### src/rtl/pdi_pkg.sv
// constants, field layout and register map of the packet drop interrupt block
package pdi_pkg;

    localparam int ADDR_W = 16;
    localparam int DATA_W = 32;
    localparam int PEND_W = 14;

    // register indices; the byte address is four times the index
    localparam logic [15:0] IDX_MASK = 16'h1C20;
    localparam logic [15:0] IDX_PENDING = 16'h1C21;
    localparam logic [15:0] IDX_IRQ_STATUS = 16'h1C22;
    localparam logic [15:0] IDX_IRQ_CLEAR = 16'h1C23;
    localparam logic [15:0] IDX_IRQ_ENABLE = 16'h1C24;

    localparam logic [15:0] ADDR_MASK = {IDX_MASK[13:0], 2'h0};
    localparam logic [15:0] ADDR_PENDING = {IDX_PENDING[13:0], 2'h0};
    localparam logic [15:0] ADDR_IRQ_STATUS = {IDX_IRQ_STATUS[13:0], 2'h0};
    localparam logic [15:0] ADDR_IRQ_CLEAR = {IDX_IRQ_CLEAR[13:0], 2'h0};
    localparam logic [15:0] ADDR_IRQ_ENABLE = {IDX_IRQ_ENABLE[13:0], 2'h0};

    // pending register layout
    localparam int A_VALID_BIT = 0;
    localparam int A_PORT_LSB = 1;
    localparam int A_CAUSE_LSB = 3;
    localparam int B_VALID_BIT = 7;
    localparam int B_PORT_LSB = 8;
    localparam int B_CAUSE_LSB = 10;

    // mask register layout and reset value
    localparam int MASK_BIT = 0;
    localparam logic MASK_RST = 1'h1;

    // event status bits
    localparam int EV_CAPTURE = 0;
    localparam int EV_DISCARD = 1;
    localparam int EV_W = 2;
    localparam logic [1:0] EV_ENABLE_RST = 2'h0;

    // drop cause codes
    localparam logic [3:0] CAUSE_BCAST_LEVEL = 4'h0;
    localparam logic [3:0] CAUSE_RED = 4'h1;
    localparam logic [3:0] CAUSE_NO_BUFFER = 4'h2;
    localparam logic [3:0] CAUSE_NO_DESCRIPTOR = 4'h3;
    localparam logic [3:0] CAUSE_NO_DEST_PORT = 4'h4;
    localparam logic [3:0] CAUSE_RX_ERROR = 4'h5;
    localparam logic [3:0] CAUSE_DROP_LEVEL = 4'h6;
    localparam logic [3:0] CAUSE_YELLOW = 4'h9;

    // source port codes
    localparam logic [1:0] PORT_0 = 2'h0;
    localparam logic [1:0] PORT_1 = 2'h1;
    localparam logic [1:0] PORT_2 = 2'h2;

    localparam logic [1:0] RESP_OKAY = 2'h0;
    localparam logic [1:0] RESP_SLVERR = 2'h2;

endpackage : pdi_pkg

### src/rtl/pdi_slot_store.sv
// two capture slots for drop events, cleared by a pending register read
`timescale 1ns/1ns
module pdi_slot_store (
    input wire logic aclk,
    input wire logic aresetn,
    input wire logic drop_valid,
    input wire logic [3:0] drop_cause,
    input wire logic [1:0] drop_port,
    input wire logic read_clear,
    output logic [pdi_pkg::PEND_W-1:0] pending,
    output logic captured,
    output logic discarded
);

    typedef struct packed {
        logic a_valid;
        logic [3:0] a_cause;
        logic [1:0] a_port;
        logic b_valid;
        logic [3:0] b_cause;
        logic [1:0] b_port;
        logic captured;
        logic discarded;
    } pdi_slot_state_type;

    pdi_slot_state_type st_ff;
    pdi_slot_state_type nxt_st;

    always_comb begin
        nxt_st = st_ff;
        nxt_st.captured = 1'h0;
        nxt_st.discarded = 1'h0;
        if (read_clear) begin
            nxt_st.a_valid = 1'h0;
            nxt_st.a_cause = 4'h0;
            nxt_st.a_port = 2'h0;
            nxt_st.b_valid = 1'h0;
            nxt_st.b_cause = 4'h0;
            nxt_st.b_port = 2'h0;
        end
        // decided after the clear, so an event in the read cycle is kept
        if (drop_valid) begin
            if (!nxt_st.a_valid) begin
                nxt_st.a_valid = 1'h1;
                nxt_st.a_cause = drop_cause;
                nxt_st.a_port = drop_port;
                nxt_st.captured = 1'h1;
            end else if (!nxt_st.b_valid) begin
                nxt_st.b_valid = 1'h1;
                nxt_st.b_cause = drop_cause;
                nxt_st.b_port = drop_port;
                nxt_st.captured = 1'h1;
            end else begin
                nxt_st.discarded = 1'h1;
            end
        end
    end

    always_ff @(posedge aclk) begin
        if (!aresetn) begin
            st_ff <= '0;
        end else begin
            st_ff <= nxt_st;
        end
    end

    assign pending = {st_ff.b_cause, st_ff.b_port, st_ff.b_valid, st_ff.a_cause, st_ff.a_port, st_ff.a_valid};
    assign captured = st_ff.captured;
    assign discarded = st_ff.discarded;
endmodule : pdi_slot_store

### src/rtl/pdi_drop_irq.sv
// packet drop interrupt block: axi4-lite registers, mask, event status, capture slots
// Summary of operation
// - mask bit 0 resets to one; while set the interrupt output stays low.
// - writing mask bit to zero lets pending drop status raise the interrupt.
// - drop status is captured whatever the mask; mask only gates the output.
// - two capture slots A and B hold two drop events; B fills only while A is occupied.
// - slot A valid at bit 0, resets zero, cleared by reading.
// - slot A cause in bits 6:3, same coding as B, cleared by reading.
// - slot A source port in bits 2:1, ports 0 to 2, cleared by reading.
// - slot B pending flag at bit 7, resets zero, cleared by reading.
// - slot B cause in bits 13:10, port in bits 9:8, cleared by reading.
// - cause codes 0 to 3: broadcast level, red, no buffers, no descriptors.
// - codes 4,5,6,9: no dest port, rx error, drop level, yellow; rest reserved.
//
// Our own choice: register access over AXI4-Lite.
`timescale 1ns/1ns
module pdi_drop_irq (
    input wire logic aclk,
    input wire logic aresetn,
    input wire logic drop_valid,
    input wire logic [3:0] drop_cause,
    input wire logic [1:0] drop_port,
    input wire logic [pdi_pkg::ADDR_W-1:0] s_axi_awaddr,
    input wire logic s_axi_awvalid,
    output logic s_axi_awready,
    input wire logic [pdi_pkg::DATA_W-1:0] s_axi_wdata,
    input wire logic [3:0] s_axi_wstrb,
    input wire logic s_axi_wvalid,
    output logic s_axi_wready,
    output logic [1:0] s_axi_bresp,
    output logic s_axi_bvalid,
    input wire logic s_axi_bready,
    input wire logic [pdi_pkg::ADDR_W-1:0] s_axi_araddr,
    input wire logic s_axi_arvalid,
    output logic s_axi_arready,
    output logic [pdi_pkg::DATA_W-1:0] s_axi_rdata,
    output logic [1:0] s_axi_rresp,
    output logic s_axi_rvalid,
    input wire logic s_axi_rready,
    output logic irq
);

    typedef struct packed {
        logic awready;
        logic wready;
        logic bvalid;
        logic [1:0] bresp;
        logic arready;
        logic rvalid;
        logic [1:0] rresp;
        logic [pdi_pkg::DATA_W-1:0] rdata;
        logic aw_have;
        logic [pdi_pkg::ADDR_W-1:0] aw_addr;
        logic w_have;
        logic [pdi_pkg::DATA_W-1:0] w_data;
        logic [3:0] w_strb;
        logic mask;
        logic [pdi_pkg::EV_W-1:0] ev_status;
        logic [pdi_pkg::EV_W-1:0] ev_enable;
        logic irq;
    } pdi_top_state_type;

    pdi_top_state_type st_ff;
    pdi_top_state_type nxt_st;

    logic [pdi_pkg::PEND_W-1:0] pending;
    logic captured;
    logic discarded;
    logic rd_take;
    logic rd_clear;
    logic wr_do;
    logic slot_any;

    // the clear travels with the read that returns the snapshot, so no event is lost in between
    assign rd_take = s_axi_arvalid && st_ff.arready;
    assign rd_clear = rd_take && (s_axi_araddr == pdi_pkg::ADDR_PENDING);
    assign wr_do = st_ff.aw_have && st_ff.w_have && !st_ff.bvalid;
    assign slot_any = pending[pdi_pkg::A_VALID_BIT] || pending[pdi_pkg::B_VALID_BIT];

    pdi_slot_store u_slots (
        .aclk(aclk),
        .aresetn(aresetn),
        .drop_valid(drop_valid),
        .drop_cause(drop_cause),
        .drop_port(drop_port),
        .read_clear(rd_clear),
        .pending(pending),
        .captured(captured),
        .discarded(discarded)
    );

    always_comb begin
        nxt_st = st_ff;

        // write address and data are taken in either order and held until both are present
        if (s_axi_awvalid && st_ff.awready) begin
            nxt_st.aw_have = 1'h1;
            nxt_st.aw_addr = s_axi_awaddr;
        end
        if (s_axi_wvalid && st_ff.wready) begin
            nxt_st.w_have = 1'h1;
            nxt_st.w_data = s_axi_wdata;
            nxt_st.w_strb = s_axi_wstrb;
        end

        if (st_ff.bvalid && s_axi_bready) begin
            nxt_st.bvalid = 1'h0;
        end

        if (wr_do) begin
            nxt_st.aw_have = 1'h0;
            nxt_st.w_have = 1'h0;
            nxt_st.bvalid = 1'h1;
            nxt_st.bresp = pdi_pkg::RESP_OKAY;
            unique case (st_ff.aw_addr)
                pdi_pkg::ADDR_MASK: begin
                    if (st_ff.w_strb[0]) begin
                        nxt_st.mask = st_ff.w_data[pdi_pkg::MASK_BIT];
                    end
                end
                pdi_pkg::ADDR_IRQ_CLEAR: begin
                    if (st_ff.w_strb[0]) begin
                        nxt_st.ev_status = st_ff.ev_status & ~st_ff.w_data[pdi_pkg::EV_W-1:0];
                    end
                end
                pdi_pkg::ADDR_IRQ_ENABLE: begin
                    if (st_ff.w_strb[0]) begin
                        nxt_st.ev_enable = st_ff.w_data[pdi_pkg::EV_W-1:0];
                    end
                end
                pdi_pkg::ADDR_PENDING, pdi_pkg::ADDR_IRQ_STATUS: begin
                    // read-only: the write is answered and has no effect
                    nxt_st.bresp = pdi_pkg::RESP_OKAY;
                end
                default: begin
                    nxt_st.bresp = pdi_pkg::RESP_SLVERR;
                end
            endcase
        end

        // a set arriving with a clear wins, since it is applied last
        if (captured) begin
            nxt_st.ev_status[pdi_pkg::EV_CAPTURE] = 1'h1;
        end
        if (discarded) begin
            nxt_st.ev_status[pdi_pkg::EV_DISCARD] = 1'h1;
        end

        if (st_ff.rvalid && s_axi_rready) begin
            nxt_st.rvalid = 1'h0;
        end

        if (rd_take) begin
            nxt_st.rvalid = 1'h1;
            nxt_st.rresp = pdi_pkg::RESP_OKAY;
            nxt_st.rdata = '0;
            unique case (s_axi_araddr)
                pdi_pkg::ADDR_MASK: begin
                    nxt_st.rdata[pdi_pkg::MASK_BIT] = st_ff.mask;
                end
                pdi_pkg::ADDR_PENDING: begin
                    nxt_st.rdata[pdi_pkg::PEND_W-1:0] = pending;
                end
                pdi_pkg::ADDR_IRQ_STATUS: begin
                    nxt_st.rdata[pdi_pkg::EV_W-1:0] = st_ff.ev_status;
                end
                pdi_pkg::ADDR_IRQ_ENABLE: begin
                    nxt_st.rdata[pdi_pkg::EV_W-1:0] = st_ff.ev_enable;
                end
                pdi_pkg::ADDR_IRQ_CLEAR: begin
                    // write-only: reads as zero
                    nxt_st.rdata = '0;
                end
                default: begin
                    nxt_st.rresp = pdi_pkg::RESP_SLVERR;
                end
            endcase
        end

        // one write and one read at a time keeps the slave free of queues
        nxt_st.awready = !nxt_st.aw_have && !nxt_st.bvalid;
        nxt_st.wready = !nxt_st.w_have && !nxt_st.bvalid;
        nxt_st.arready = !nxt_st.rvalid;

        // mask suppresses only the output, the slots and status keep recording
        nxt_st.irq = !st_ff.mask && (slot_any || (|(st_ff.ev_status & st_ff.ev_enable)));
    end

    always_ff @(posedge aclk) begin
        if (!aresetn) begin
            st_ff <= '0;
            st_ff.mask <= pdi_pkg::MASK_RST;
            st_ff.ev_enable <= pdi_pkg::EV_ENABLE_RST;
        end else begin
            st_ff <= nxt_st;
        end
    end

    assign s_axi_awready = st_ff.awready;
    assign s_axi_wready = st_ff.wready;
    assign s_axi_bvalid = st_ff.bvalid;
    assign s_axi_bresp = st_ff.bresp;
    assign s_axi_arready = st_ff.arready;
    assign s_axi_rvalid = st_ff.rvalid;
    assign s_axi_rresp = st_ff.rresp;
    assign s_axi_rdata = st_ff.rdata;
    assign irq = st_ff.irq;
endmodule : pdi_drop_irq

### config.mk
export PLATFORM = sky130hd
export DESIGN_NAME = pdi_drop_irq
export DESIGN_NICKNAME = d
export VERILOG_FILES = /design/src/rtl/pdi_pkg.sv /design/src/rtl/pdi_slot_store.sv /design/src/rtl/pdi_drop_irq.sv
export SDC_FILE = /design/constraint.sdc
export NUM_CORES = 1
export LEC_CHECK = 0
export BUFFER_PORTS_ARGS = -buffer_cell sky130_fd_sc_hd__buf_2
export CAP_MARGIN = 0
export CORE_UTILIZATION = 43
export CTS_CLUSTER_SIZE = 16
export DETAILED_ROUTE_END_ITERATION = 16
export PLACE_DENSITY = 0.74
export REMOVE_ABC_BUFFERS = 1
export SLEW_MARGIN = 5
export SYNTH_ARGS = -nofsm -noshare
export SYNTH_HDL_FRONTEND = slang
export SYNTH_HIERARCHICAL = 1
export SYNTH_SLANG_ARGS = --single-unit
### constraint.sdc
create_clock -name aclk -period 2.9 [get_ports aclk]
set_clock_uncertainty 0.2 [all_clocks]
set_input_delay 0.29 -clock aclk [delete_from_list [all_inputs] [get_ports aclk]]
set_output_delay 0.29 -clock aclk [all_outputs]
set_load 0.1 [all_outputs]
==> reports/results.ini <==
[clock_tree]
clk_latency_ns = 0.33
hold_buffers = 15
cts_made_buffers = 9
cts_resized = 0
cts_root_buffer = clkbuf_8
clockBufferDepth = 2
post_cts_buffers = 0
cts_max_level = 3
cts_sinks = 64
tritoncts = built
clkTransAtPathRegs_ns = 0.07

[synthesis]
ys_seq_area_frac = 0.475
yosys_register_bits = 64
synthDistinctLibCells = 46
async_flop_share = 0
syn_avg_cell_area_sq_um = 8.91
netlist_instances = 303
netlist_area_sq_mm = 0.00270
synth-edff-count = 0
ys_warn_count = 6
synthFlopType = dfxtp_1

[global_route]
grt.overflow.total = 0
grt_pass1_wl_um = 9080
grt_pass1_vias = 2059
antenna_found_initial = 0
grt_max_degree = 38
track_usage = 0.184

[detailed_routing]
vias_per_cell = 5.05
drt_first_pass_iters = 4
ant_nets = 0
drt-total-wl_um = 5720
drc = 0
num_vias = 2288
routedWlPerCell_um = 12.6
drt-initial-drc-count = 56

[timing]
max_freq_ghz = 0.480
tns_ns = 0
period_share = 0.719
setup_violations = 0
tightestPinTransition_ns = 0.756
hold_viol = 0
setup_slack_ns = 0.816
slew_headroom = 0.491
slew_violations = 0
final.min_clock_period_ns = 2.08
rsz0062_at_grt = false

[final_layout]
fillCellCount = 586
n_antenna_cell = 0
final_cell_mix = buf_2 (70), dfxtp_1 (64), nand2_1 (61)
syn_to_final_growth_pct = 21.5
largest-register = st_ff
largest_register_ffs = 26
post-route-cell-area_sq_mm = 0.00328
final_cells = 453
finalNetCount = 455
final_common_cell = buf_2
drive_gt1_frac = 0.254

[critical_path]
worstPathRequired_ns = 2.95
critPathMaxFanout = 6
rrSetupSlack_ns = 0.82
crit_chain = and4b_1 > nand4_1 > nor2_1 > o21ai_0 > o22ai_1
crit_path_end_kind = flip-flop
setup.worst_path.start = s_axi_arready$_SDFF_PN0_
reg2reg_from = s_axi_arready$_SDFF_PN0_
r2r-end = u_slots/pending[4]$_SDFF_PN0_
ff2ff_path_depth = 5
critPathMaxStageDelay_ns = 0.40
critPathKind = flip-flop to flip-flop
arrival_ns = 2.14
cp-start-kind = flip-flop
cpMaxStageDelayCell = dfxtp_1

[run]
maxCapViolations = 0

[pwr]
power_frac_seq = 0.451
swShare = 0.293
power.leakage_nw = 1.47
finalPower_mw = 2.09
powerDensity_mw_per_mm2 = 636
p_clk_frac = 0.398
internal-power_mw = 1.47
switchingPower_mw = 0.611
peakVddDrop_mv = 0.368
combPwrFrac = 0.151

[floorplan]
dieArea_sq_mm = 0.00660
start_util = 0.451
fp.dieH_um = 81.2
io_pins = 124
fp-row-count = 28
fp.coreArea_sq_mm = 0.00599
die_w_um = 81.2

[placed_design]
placed_area_sq_mm = 0.00291
dp_slack_ns = 0.681
dpl.hpwl_um = 3940
dp.cells = 422
place.gp.congestion = 0.760
io_buffers = 70

[min_path]
hp-start = drop_port[1]
hold_depth = 3
min_to = u_slots/pending[2]$_SDFF_PN0_
hold_path_class = input port to flip-flop

[run_status]
outcome = finished, final reports clean

-- through the flow --
stage           util  hold slack (ns)
3_3_place_gp   0.486            0.242
6_report       0.547           0.0247
5_1_grt        0.547           0.0171
4_1_cts        0.547          0.00542
3_5_place_dp   0.486            0.247
2_1_floorplan      -            0.206
-- worst max-delay path, delay by kind of cell (launching register included) --
| kind | cells | cell delay, ns |
|---|---|---|
| AND/OR/NAND/NOR | 3 | 0.75 |
| AO/OA/AOI/OAI | 2 | 0.65 |
| flip-flops | 1 | 0.40 |
-- how the worst max path moves through the flow --
| stage | to | cells past startpoint |
|---|---|---|
| 2_1_floorplan | s_axi_rdata[0]$_SDFFE_PN0P_ | 4 |
| 3_3_place_gp | u_slots/pending[1]$_SDFF_PN0_ | 6 |
| 3_5_place_dp | u_slots/pending[1]$_SDFF_PN0_ | 6 |
| 4_1_cts | u_slots/pending[4]$_SDFF_PN0_ | 5 |
| 5_1_grt | u_slots/pending[6]$_SDFF_PN0_ | 5 |
| 6_report | u_slots/pending[4]$_SDFF_PN0_ | 5 |
-- Yosys cell counts, types with 2 or more instances --
cell type,number,area (sq um)
a22o_1,12,105
nor2_1,9,33.8
nand2b_1,2,12.5
buf_1,2,7.51
a41oi_1,3,26.3
or3_1,2,12.5
nand3_1,8,40.0
o21ai_0,7,35.0
o2111ai_1,2,17.5
dfxtp_1,64,1280
nand3b_1,2,15.0
o21a_1,2,15.0
clkbuf_1,7,26.3
nor3_1,5,25.0
and4b_1,2,20.0
inv_1,5,18.8
nor4_1,3,18.8
and3_1,5,31.3
buf_4,36,270
o22ai_1,6,37.5
mux2i_1,7,70.1
a21oi_1,27,135
nand2_1,61,229
a221o_1,2,20.0
-- final cells by class --
class	instances	area, sq um	area share
multi-input combinational	205	1150	0.350
sequential	64	1280	0.391
timing repair buffer	87	515	0.157
tap	75	93.8	0.0286
inverter	6	22.5	0.00687
clock buffer	9	124	0.0378
clock inverter	7	95.1	0.0290
-- power groups by stage --
stage,registers (mW),logic (mW),clock network (mW)
after floorplan,0.998,0.185,0
after global placement,0.957,0.293,0
after detailed placement,0.959,0.298,0
after CTS,0.939,0.314,0.850
after global routing,0.944,0.336,0.889
final,0.940,0.316,0.830
-- routing by layer --
metal  track usage  wire length (um)  up-vias  share of wire
met5             0                 0        -              0
met4        0.0589                42        0         0.0073
met3        0.0596               397        7          0.069
met2         0.316              2770       91           0.48
met1         0.214              2510     1043           0.44
li1              -                 -     1147              -
-- kinds of logic (layout without fill, tap and decap cells) --
| group | count (synthesis) | in the layout | synth area share |
|---|---|---|---|
| AO/OA/AOI/OAI | 66 | 66 | 0.158 |
| buffers and inverters | 53 | 109 | 0.127 |
| flip-flops | 64 | 64 | 0.475 |
| multiplexers | 7 | 7 | 0.0260 |
| other | 1 | 20 | 0.00139 |
| AND/OR/NAND/NOR | 112 | 112 | 0.213 |
No activity file was read; power rests on OpenSTA's default activity.
